===== src/core/omc_pkg.sv =====
package omc_pkg;

   // operating modes of the controller
   typedef enum logic [2:0] {
      MODE_RUN,
      MODE_BACKGROUND,
      MODE_WAIT,
      MODE_STOP3,
      MODE_STOP2
   } omc_mode_type;

   // debug command classes as decoded by the serial debug front end
   typedef enum logic [2:0] {
      CMD_MEM_ACCESS,
      CMD_MEM_STATUS,
      CMD_REG_ACCESS,
      CMD_BACKGROUND,
      CMD_CPU_REG,
      CMD_TRACE,
      CMD_RESUME
   } omc_cmd_type;

   // register offsets
   localparam logic [3:0] OMC_CTRL_OFS = 4'h0;
   localparam logic [3:0] OMC_STATUS_OFS = 4'h4;
   localparam logic [3:0] OMC_ACK_OFS = 4'h8;

   // control register field positions
   localparam int OMC_STOP_INSTRUCTION_ENABLE_POS = 0;
   localparam int OMC_DBGEN_POS = 1;
   localparam int OMC_LOW_VOLTAGE_DETECT_ENABLE_POS = 2;
   localparam int OMC_LOW_VOLTAGE_STOP_ENABLE_POS = 3;
   localparam int OMC_PARTIAL_POWERDOWN_SELECT_POS = 4;
   // acknowledge register field position
   localparam int OMC_PARTIAL_POWERDOWN_ACK_POS = 0;

   // reset value of the control register
   localparam logic [4:0] OMC_CTRL_RESET = 5'h00;

   // two stage pin synchroniser depth
   localparam int OMC_SYNC_STAGES = 2;

   // wakeup source grouping for stop3
   typedef struct packed {
      logic rtc;
      logic usb_resume;
      logic low_voltage;
      logic converter;
      logic ext_irq;
      logic keyboard;
      logic serial;
      logic comparator;
   } omc_wake_type;

   // clock and power controls toward the chip
   typedef struct packed {
      logic cpu_clk_en;
      logic bus_clk_en;
      logic debug_clk_en;
      logic regulator_full;
      logic pin_latch;
      logic powerdown;
   } omc_power_type;

endpackage : omc_pkg


===== src/core/omc_mode_ctrl.sv =====
// Chosen here: the register addresses and the address-and-strobe port.
`timescale 1ns/1ps
`default_nettype none

// Contract
// debug pin low at reset enters background
// debug command, halt instruction, breakpoints enter background
// background suspends the cpu
// non intrusive commands accepted run and background
// cpu, trace, resume commands only in background
// wait stops cpu clock, clears interrupt mask
// interrupt leaves wait into service routine
// wait accepts background and status access only
// stop while disabled causes illegal opcode reset
// debug enabled stop selects stop3, debug clocked
// low voltage stop enabled selects stop3, regulator
// otherwise powerdown select picks stop3 or stop2
// every stop halts bus and cpu clock
// stop3 keeps all state and pins
// reset pin or listed interrupts leave stop3
// stop3 exit: reset vector or interrupt vector
// low voltage stop turns stop2 into stop3
// software keeps low voltage on for analog
// debug enabled keeps regulator full, no stop2
// stop: status error, background wakes if enabled
// stop2 powers down and latches pin controls
// stop2 leaves only by reset or irq pin
// stop2 wake sets flag until acknowledge written
// debug pin high at reset enters run
// one state machine, reset to run or background
module omc_mode_ctrl
   import omc_pkg::*;
(
   input wire logic sys_clk_i,
   input wire logic reset_i,
   input wire logic clk_en_i,
   input wire logic debug_mode_select_pin_i,
   input wire logic reset_pin_n_i,
   input wire logic irq_pin_n_i,
   input wire logic debug_force_reset_i,
   input wire logic debug_cmd_valid_i,
   input wire omc_cmd_type debug_cmd_i,
   input wire logic background_halt_instruction_i,
   input wire logic wait_instruction_i,
   input wire logic stop_instruction_i,
   input wire logic debug_breakpoint_i,
   input wire logic trace_breakpoint_i,
   input wire logic resume_done_i,
   input wire logic irq_pending_i,
   input wire omc_wake_type wake_i,
   input wire logic [3:0] reg_addr_i,
   input wire logic [31:0] reg_wdata_i,
   input wire logic reg_write_i,
   input wire logic reg_read_i,
   output logic [31:0] reg_rdata_o,
   output omc_mode_type mode_o,
   output omc_power_type power_o,
   output logic cmd_accept_o,
   output logic cmd_execute_o,
   output logic cmd_error_o,
   output logic clear_int_mask_o,
   output logic take_interrupt_o,
   output logic take_reset_vector_o,
   output logic illegal_opcode_reset_o,
   output logic partial_powerdown_flag_o
);

   // synchronised pins
   logic dbg_pin_s;
   logic rst_pin_n_s;
   logic irq_pin_n_s;

   // software control bits
   logic stop_instruction_enable_reg;
   logic debug_enable_bit_reg;
   logic low_voltage_detect_enable_reg;
   logic low_voltage_stop_enable_reg;
   logic partial_powerdown_select_reg;

   // mode state
   omc_mode_type mode_reg;
   omc_mode_type mode_next;
   logic init_done_reg;
   logic ppd_flag_reg;

   // helper terms
   logic lvd_stop;
   logic stop_wake;
   logic stop_ok;
   omc_mode_type stop_target;
   logic background_halt_instruction_cmd;
   logic ack_write;
   logic strap_load; // mode taken from the strap pin this cycle

   // pin synchronisers
   omc_sync #(
      .WIDTH(3)
   ) u_sync (
      .sys_clk_i(sys_clk_i),
      .reset_i(reset_i),
      .clk_en_i(clk_en_i),
      .async_i({debug_mode_select_pin_i, reset_pin_n_i, irq_pin_n_i}),
      .sync_o({dbg_pin_s, rst_pin_n_s, irq_pin_n_s})
   );

   // low voltage detect enabled for stop
   assign lvd_stop = low_voltage_detect_enable_reg & low_voltage_stop_enable_reg;
   // stop instruction only honoured when enabled
   assign stop_ok = stop_instruction_enable_reg;
   // background command decode
   assign background_halt_instruction_cmd = debug_cmd_valid_i && (debug_cmd_i == CMD_BACKGROUND);
   // acknowledge write strobe
   assign ack_write = reg_write_i && (reg_addr_i == OMC_ACK_OFS)
                      && reg_wdata_i[OMC_PARTIAL_POWERDOWN_ACK_POS];
   // any stop3 interrupt source
   assign stop_wake = |wake_i;
   // strap is loaded on the first enabled edge after reset and on a forced reset
   assign strap_load = !init_done_reg || debug_force_reset_i;

   // stop mode selection from the control bits
   always_comb begin
      if (debug_enable_bit_reg) begin
         stop_target = MODE_STOP3;
      end else if (lvd_stop) begin
         stop_target = MODE_STOP3;
      end else if (partial_powerdown_select_reg) begin
         stop_target = MODE_STOP2;
      end else begin
         stop_target = MODE_STOP3;
      end
   end

   // control register writes
   always_ff @(posedge sys_clk_i) begin
      if (reset_i) begin
         {partial_powerdown_select_reg, low_voltage_stop_enable_reg,
          low_voltage_detect_enable_reg, debug_enable_bit_reg,
          stop_instruction_enable_reg} <= OMC_CTRL_RESET;
      end else if (clk_en_i && reg_write_i && reg_addr_i == OMC_CTRL_OFS) begin
         stop_instruction_enable_reg <= reg_wdata_i[OMC_STOP_INSTRUCTION_ENABLE_POS];
         debug_enable_bit_reg <= reg_wdata_i[OMC_DBGEN_POS];
         low_voltage_detect_enable_reg <= reg_wdata_i[OMC_LOW_VOLTAGE_DETECT_ENABLE_POS];
         low_voltage_stop_enable_reg <= reg_wdata_i[OMC_LOW_VOLTAGE_STOP_ENABLE_POS];
         partial_powerdown_select_reg <= reg_wdata_i[OMC_PARTIAL_POWERDOWN_SELECT_POS];
      end
   end

   // next mode
   always_comb begin
      mode_next = mode_reg;
      case (mode_reg)
         MODE_RUN: begin
            // background events win over wait, wait over stop
            if (background_halt_instruction_cmd || background_halt_instruction_i
                || debug_breakpoint_i || trace_breakpoint_i) begin
               mode_next = MODE_BACKGROUND;
            end else if (wait_instruction_i) begin
               mode_next = MODE_WAIT;
            end else if (stop_instruction_i && stop_ok) begin
               mode_next = stop_target;
            end
         end
         MODE_BACKGROUND: begin
            // cpu held until resume command completes
            if (resume_done_i) begin
               mode_next = MODE_RUN;
            end
         end
         MODE_WAIT: begin
            // background command wins over a pending interrupt
            if (background_halt_instruction_cmd) begin
               mode_next = MODE_BACKGROUND;
            end else if (irq_pending_i) begin
               mode_next = MODE_RUN;
            end
         end
         MODE_STOP3: begin
            // wake sources and the reset pin win over a background command
            if (!rst_pin_n_s || stop_wake) begin
               mode_next = MODE_RUN;
            end else if (background_halt_instruction_cmd && debug_enable_bit_reg) begin
               mode_next = MODE_BACKGROUND;
            end
         end
         MODE_STOP2: begin
            // only the two wakeup pins or a forced reset end stop2
            if (!rst_pin_n_s || !irq_pin_n_s) begin
               mode_next = MODE_RUN;
            end
         end
         default: begin
            // unused codes fall back to run
            mode_next = MODE_RUN;
         end
      endcase
      // a strap load overrides every event of the cycle
      if (strap_load) begin
         mode_next = dbg_pin_s ? MODE_RUN : MODE_BACKGROUND;
      end
   end

   // mode state machine
   always_ff @(posedge sys_clk_i) begin
      if (reset_i) begin
         mode_reg <= MODE_RUN;
         init_done_reg <= 1'b0;
      end else if (clk_en_i) begin
         init_done_reg <= 1'b1;
         // strap loads already sit in the next mode, so outputs follow at once
         mode_reg <= mode_next;
      end
   end

   // partial powerdown flag: set on stop2 wake, cleared by acknowledge
   always_ff @(posedge sys_clk_i) begin
      if (reset_i) begin
         ppd_flag_reg <= 1'b0;
      end else if (clk_en_i) begin
         // set wins over an acknowledge in the same cycle
         if (mode_reg == MODE_STOP2 && mode_next == MODE_RUN) begin
            ppd_flag_reg <= 1'b1;
         end else if (ack_write) begin
            ppd_flag_reg <= 1'b0;
         end
      end
   end

   // debug command filtering per mode
   always_ff @(posedge sys_clk_i) begin
      if (reset_i) begin
         cmd_accept_o <= 1'b0;
         cmd_execute_o <= 1'b0;
         cmd_error_o <= 1'b0;
      end else if (clk_en_i) begin
         cmd_accept_o <= 1'b0;
         cmd_execute_o <= 1'b0;
         cmd_error_o <= 1'b0;
         if (debug_cmd_valid_i) begin
            case (mode_reg)
               MODE_RUN: begin
                  // only non intrusive commands run
                  cmd_accept_o <= debug_cmd_i inside {CMD_MEM_ACCESS, CMD_MEM_STATUS,
                     CMD_REG_ACCESS, CMD_BACKGROUND};
                  cmd_execute_o <= debug_cmd_i inside {CMD_MEM_ACCESS, CMD_MEM_STATUS,
                     CMD_REG_ACCESS, CMD_BACKGROUND};
               end
               MODE_BACKGROUND: begin
                  cmd_accept_o <= 1'b1;
                  cmd_execute_o <= 1'b1;
               end
               MODE_WAIT, MODE_STOP3, MODE_STOP2: begin
                  // status access reports stop or wait without memory access
                  cmd_accept_o <= debug_cmd_i inside {CMD_MEM_STATUS,
                     CMD_BACKGROUND};
                  cmd_error_o <= debug_cmd_i == CMD_MEM_STATUS;
                  cmd_execute_o <= background_halt_instruction_cmd && (mode_reg == MODE_WAIT
                     || debug_enable_bit_reg);
               end
               default: begin
                  cmd_accept_o <= 1'b0;
               end
            endcase
         end
      end
   end

   // cpu side event pulses
   // each pulse but the illegal opcode reset marks a single mode change; that one marks a refused stop while run stays run
   always_ff @(posedge sys_clk_i) begin
      if (reset_i) begin
         clear_int_mask_o <= 1'b0;
         take_interrupt_o <= 1'b0;
         take_reset_vector_o <= 1'b0;
         illegal_opcode_reset_o <= 1'b0;
      end else if (clk_en_i) begin
         clear_int_mask_o <= mode_reg == MODE_RUN && mode_next == MODE_WAIT;
         take_interrupt_o <= (mode_reg == MODE_WAIT && mode_next == MODE_RUN)
            || (mode_reg == MODE_STOP3 && mode_next == MODE_RUN && rst_pin_n_s);
         take_reset_vector_o <= (mode_reg == MODE_STOP3 && !rst_pin_n_s)
            || (mode_reg == MODE_STOP2 && mode_next == MODE_RUN);
         illegal_opcode_reset_o <= mode_reg == MODE_RUN && mode_next == MODE_RUN
            && stop_instruction_i && !stop_ok;
      end
   end

   // clock gating and power outputs follow the next mode; the pin latch is also held while the powerdown flag is set
   always_ff @(posedge sys_clk_i) begin
      if (reset_i) begin
         mode_o <= MODE_RUN;
         power_o <= '{cpu_clk_en: 1'b1, bus_clk_en: 1'b1, debug_clk_en: 1'b1,
                      regulator_full: 1'b1, pin_latch: 1'b0, powerdown: 1'b0};
      end else if (clk_en_i) begin
         mode_o <= mode_next;
         // cpu halted in background, wait and stop; bus halted only in stop
         power_o.cpu_clk_en <= mode_next == MODE_RUN;
         power_o.bus_clk_en <= !(mode_next inside {MODE_STOP3, MODE_STOP2});
         power_o.debug_clk_en <= !(mode_next inside {MODE_STOP3, MODE_STOP2})
            || debug_enable_bit_reg;
         power_o.regulator_full <= !(mode_next inside {MODE_STOP3, MODE_STOP2})
            || debug_enable_bit_reg || lvd_stop;
         // stop3 keeps everything; stop2 powers down and latches pins
         power_o.powerdown <= mode_next == MODE_STOP2;
         power_o.pin_latch <= mode_next == MODE_STOP2
            || (ppd_flag_reg && !ack_write)
            || (mode_reg == MODE_STOP2 && mode_next == MODE_RUN);
      end
   end

   // register read port, data one cycle after the strobe
   always_ff @(posedge sys_clk_i) begin
      if (reset_i) begin
         reg_rdata_o <= 32'h0000_0000;
      end else if (clk_en_i) begin
         reg_rdata_o <= 32'h0000_0000;
         if (reg_read_i) begin
            case (reg_addr_i)
               OMC_CTRL_OFS: begin
                  // control bits at their field positions
                  reg_rdata_o <= {27'h0000000, partial_powerdown_select_reg,
                     low_voltage_stop_enable_reg, low_voltage_detect_enable_reg,
                     debug_enable_bit_reg, stop_instruction_enable_reg};
               end
               OMC_STATUS_OFS: begin
                  // powerdown flag above the current mode code
                  reg_rdata_o <= {28'h0000000, ppd_flag_reg, mode_reg};
               end
               default: begin
                  reg_rdata_o <= 32'h0000_0000;
               end
            endcase
         end
      end
   end

   // flag output
   always_ff @(posedge sys_clk_i) begin
      if (reset_i) begin
         partial_powerdown_flag_o <= 1'b0;
      end else if (clk_en_i) begin
         partial_powerdown_flag_o <= ppd_flag_reg;
      end
   end

endmodule : omc_mode_ctrl

`default_nettype wire


===== src/core/omc_sync.sv =====
`timescale 1ns/1ps
`default_nettype none

// two flip-flop synchroniser for asynchronous pins
module omc_sync
   import omc_pkg::*;
#(
   parameter int WIDTH = 1
) (
   input wire logic sys_clk_i,
   input wire logic reset_i,
   input wire logic clk_en_i,
   input wire logic [WIDTH-1:0] async_i,
   output logic [WIDTH-1:0] sync_o
);

   // first stage, read only by the second stage
   logic [WIDTH-1:0] meta_reg;

   // both stages keep sampling through reset, so the strap and the idle high
   // pins are settled at release and no false wakeup follows it
   always_ff @(posedge sys_clk_i) begin
      if (reset_i || clk_en_i) begin
         meta_reg <= async_i;
         sync_o <= meta_reg;
      end
   end

endmodule : omc_sync

`default_nettype wire

===== config.mk =====
export PLATFORM = sky130hd
export DESIGN_NAME = omc_mode_ctrl
export DESIGN_NICKNAME = d
export VERILOG_FILES = /design/src/core/omc_pkg.sv /design/src/core/omc_mode_ctrl.sv /design/src/core/omc_sync.sv
export SDC_FILE = /design/constraint.sdc
export NUM_CORES = 1
export LEC_CHECK = 0
export BUFFER_PORTS_ARGS = -buffer_cell sky130_fd_sc_hd__clkbuf_2
export CORE_MARGIN = 2
export CORE_UTILIZATION = 25
export DETAILED_ROUTE_END_ITERATION = 8
export SETUP_SLACK_MARGIN = 0.15
export SYNTH_ARGS = -nofsm -noshare
export SYNTH_HDL_FRONTEND = slang
export SYNTH_SLANG_ARGS = --single-unit
export TNS_END_PERCENT = 50

===== constraint.sdc =====
create_clock -name sys_clk_i -period 2.2 [get_ports sys_clk_i]
set_input_delay 0.44 -clock sys_clk_i [delete_from_list [all_inputs] [get_ports sys_clk_i]]
set_output_delay 0.44 -clock sys_clk_i [all_outputs]
set_load 0.1 [all_outputs]

==> flow_metrics.env <==
export IMPL_status="completed"
export IMPL_crit_type="reg2reg"
export IMPL_p_switching_uw=622.7
export IMPL_fp_dieArea_um2=8415
export IMPL_viasPerCell=4.635
export IMPL_r2r_start="mode_o[2]$_SDFFE_PP0P_"
export IMPL_fmax_mhz=496.6
export IMPL_rsz0062_at_grt="true"
export IMPL_wl_per_cell_um=13.94
export IMPL_clkLatencyLatePin_ns=0.30
export IMPL_grt_pass1_wl_um=8618
export IMPL_gp_congestion=0.8383
export IMPL_synthArstFlopShare_pct=0
export IMPL_portBuffers=58
export IMPL_slew_viol_final=0
export IMPL_crit_start="mode_o[2]$_SDFFE_PP0P_"
export IMPL_end_kind="flop"
export IMPL_yosys_warnings=0
export IMPL_grt_usage_pct=13.13
export IMPL_cp_num_buf_inv=1
export IMPL_avgSynthCellArea_um2=8.787
export IMPL_whs_ns=0.3171
export IMPL_combPwrFrac_pct=27.4
export IMPL_arrival_ns=2.17
export IMPL_synth_most_common_cell="dfxtp_1"
export IMPL_slowest_delay_ns=0.39
export IMPL_postRouteAntennaNets=0
export IMPL_drc_errors=0
export IMPL_intPower_uw=972.9
export IMPL_rows=31
export IMPL_synth_distinct_cells=50
export IMPL_p_per_area_nw_per_um2=668.0
export IMPL_multiInputGateArea_um2=993.5
export IMPL_cts_setup_buffers=0
export IMPL_reg_top3="power_o (6), reg_rdata_o (5)"
export IMPL_ys_seq_area_share_pct=39.53
export IMPL_finalHoldViolCount=0
export IMPL_period_minus_slack_ns=2.014
export IMPL_synth_ff_type="dfxtp_1"
export IMPL_cts_root_buf="clkbuf_8"
export IMPL_vias=1789
export IMPL_largest_reg_flops=6
export IMPL_antennaDiodeCount=0
export IMPL_grt_max_degree=17
export IMPL_p_leak_nw=1.006
export IMPL_postLayoutSetupSlackWorst_ns=0.1864
export IMPL_crit_chain="or3_4, a2111oi_0, buf_4, a211oi_2, a211oi_1, a41oi_1"
export IMPL_p_sw_share_pct=39.03
export IMPL_synth_top_area_cell="dfxtp_1"
export IMPL_fin_worst_skew_ns=0.009991
export IMPL_grt_pass1_vias=1646
export IMPL_synth_top_area_share_pct=30.17
export IMPL_die_h_um=91.74
export IMPL_ir_worst_vdd_uv=276.7
export IMPL_cts_inserted_buffers=5
export IMPL_synthTopCellsByArea="dfxtp_1 30%, buf_4 11%, edfxtp_1 9.4%"
export IMPL_die_w_um=91.74
export IMPL_synth_ff_latch_count=35
export IMPL_max_slew_margin_rel_pct=63.10
export IMPL_first_pass_iters=4
export IMPL_antenna_found_initial=0
export IMPL_pwr_share_clk_pct=29.8
export IMPL_drv_cap=0
export IMPL_wirelength_um=5379
export IMPL_cts_tree="done"
export IMPL_drt_iter0_drc=71
export IMPL_setup_viol=0
export IMPL_worst_path_max_delay_cell="or3_4"
export IMPL_final_area_um2=2389
export IMPL_synth_edf_count=6
export IMPL_synth_commonest_cells="29 x dfxtp_1, 27 x buf_4, 20 x nand2_1, 15 x nor2_1, 14 x o21ai_0"
export IMPL_cp_max_fo=5
export IMPL_place_area_um2=2290
export IMPL_cts_sinks=35
export IMPL_final_cells=386
export IMPL_worstHoldStart="reset_pin_n_i"
export IMPL_start_util_pct=26.11
export IMPL_overflow=0
export IMPL_p_seq_share_pct=42.9
export IMPL_crit_required_ns=2.36
export IMPL_htree_levels=2
export IMPL_period_share_pct=91.53
export IMPL_place_hpwl_um=4134
export IMPL_worst_setup_path_start_kind="flop"
export IMPL_syn_inst=219
export IMPL_syn_area_um2=1924
export IMPL_core_area_um2=7370
export IMPL_dp_slack_ns=-0.02616
export IMPL_drive_gt1_share_pct=32.06
export IMPL_area_delta_synth_final_pct=24.12
export IMPL_tightestPinTransition_ns=0.5559
export IMPL_clkSlewWorstSetupHoldPaths_ns=0.08
export IMPL_hold_path_class="in2reg"
export IMPL_io_pins=113
export IMPL_utilization_pct=32.41
export IMPL_cts_buffer_depth=2
export IMPL_regArea_um2=767.0
export IMPL_critPathTopFamily="compound AO/OA/AOI/OAI gates"
export IMPL_max_flop_register="power_o"
export IMPL_finalNetCount=350
export IMPL_dp_cells=378
export IMPL_nFillCells=812
==> power groups by stage <==
stage | logic, mW | registers [mW] | clock network (mW)
finish | 0.436 | 0.684 | 0.475
global route | 0.458 | 0.686 | 0.520
CTS | 0.433 | 0.684 | 0.492
detailed placement | 0.433 | 0.699 | 0
global placement | 0.431 | 0.698 | 0
floorplan | 0.325 | 0.758 | 0
==> placed cells by master (no fill, tap or decap), drive strengths merged, types with 2 or more instances in the layout <==
master / count
a21oi: 12
nor4b: 3
o22ai: 2
inv: 10
a41oi: 2
nand3: 7
a21o: 2
a211oi: 3
a22oi: 2
dfxtp: 29
o31ai: 4
clkbuf: 63
buf: 13
o21ai: 15
mux2i: 9
and4b: 2
nand2: 20
and3: 3
conb: 27
nor3: 5
nand2b: 3
or3: 3
nor2: 15
nor4: 4
nor3b: 2
a2111oi: 2
edfxtp: 6
==> stage by stage <==
stage               power (mW)  TNS (ns)
global route             1.665         0
CTS                      1.609         0
finish                   1.596         0
floorplan                1.083         0
global placement         1.129  -0.01309
detailed placement       1.131  -0.04765
==> kinds of logic after synthesis <==
family                 count (synthesis)  synth area share (%)
buffers and inverters                 45                 14.56
AOI/OAI and AO/OA                     56                 20.55
other                                  1                0.1949
and+or+nand+nor                       72                 19.90
DFF                                   35                 39.53
muxes                                 10                 5.267
==> per-layer routing <==
metal  GRT usage (%)  up-vias  wire length, µm
met5               0        -                0
met4           6.592        0              122
met3           3.122       10              320
met2           19.30       73             2295
met1           17.90      825             2641
li1                -      881                -
==> repair_timing <==
item	4_1_cts	5_1_grt
hold buffers	0	0
resized for setup	0	4
endpoints found under the setup margin	0	9
==> area by class of cell <==
class                      count  area share (%)
sequential                    35           32.11
clock inverter                 3          0.7334
timing repair buffer          71           16.24
multi-input combinational    165           41.59
clock buffer                   5           2.881
tap                           99           5.186
inverter                       8           1.257
==> path summary, 6_finish.rpt <==
path                                                     end  slack [ns]  depth (start not counted)
worst max register to register       power_o[2]$_SDFFE_PP1P_        0.19                          6
worst min register to register    u_sync.sync_o[0]$_DFFE_PP_        0.43                          0
worst min-delay path            u_sync.meta_reg[1]$_DFFE_PP_        0.32                          1
worst max-delay path                 power_o[2]$_SDFFE_PP1P_        0.19                          6
(Power assumes the default switching activity.)
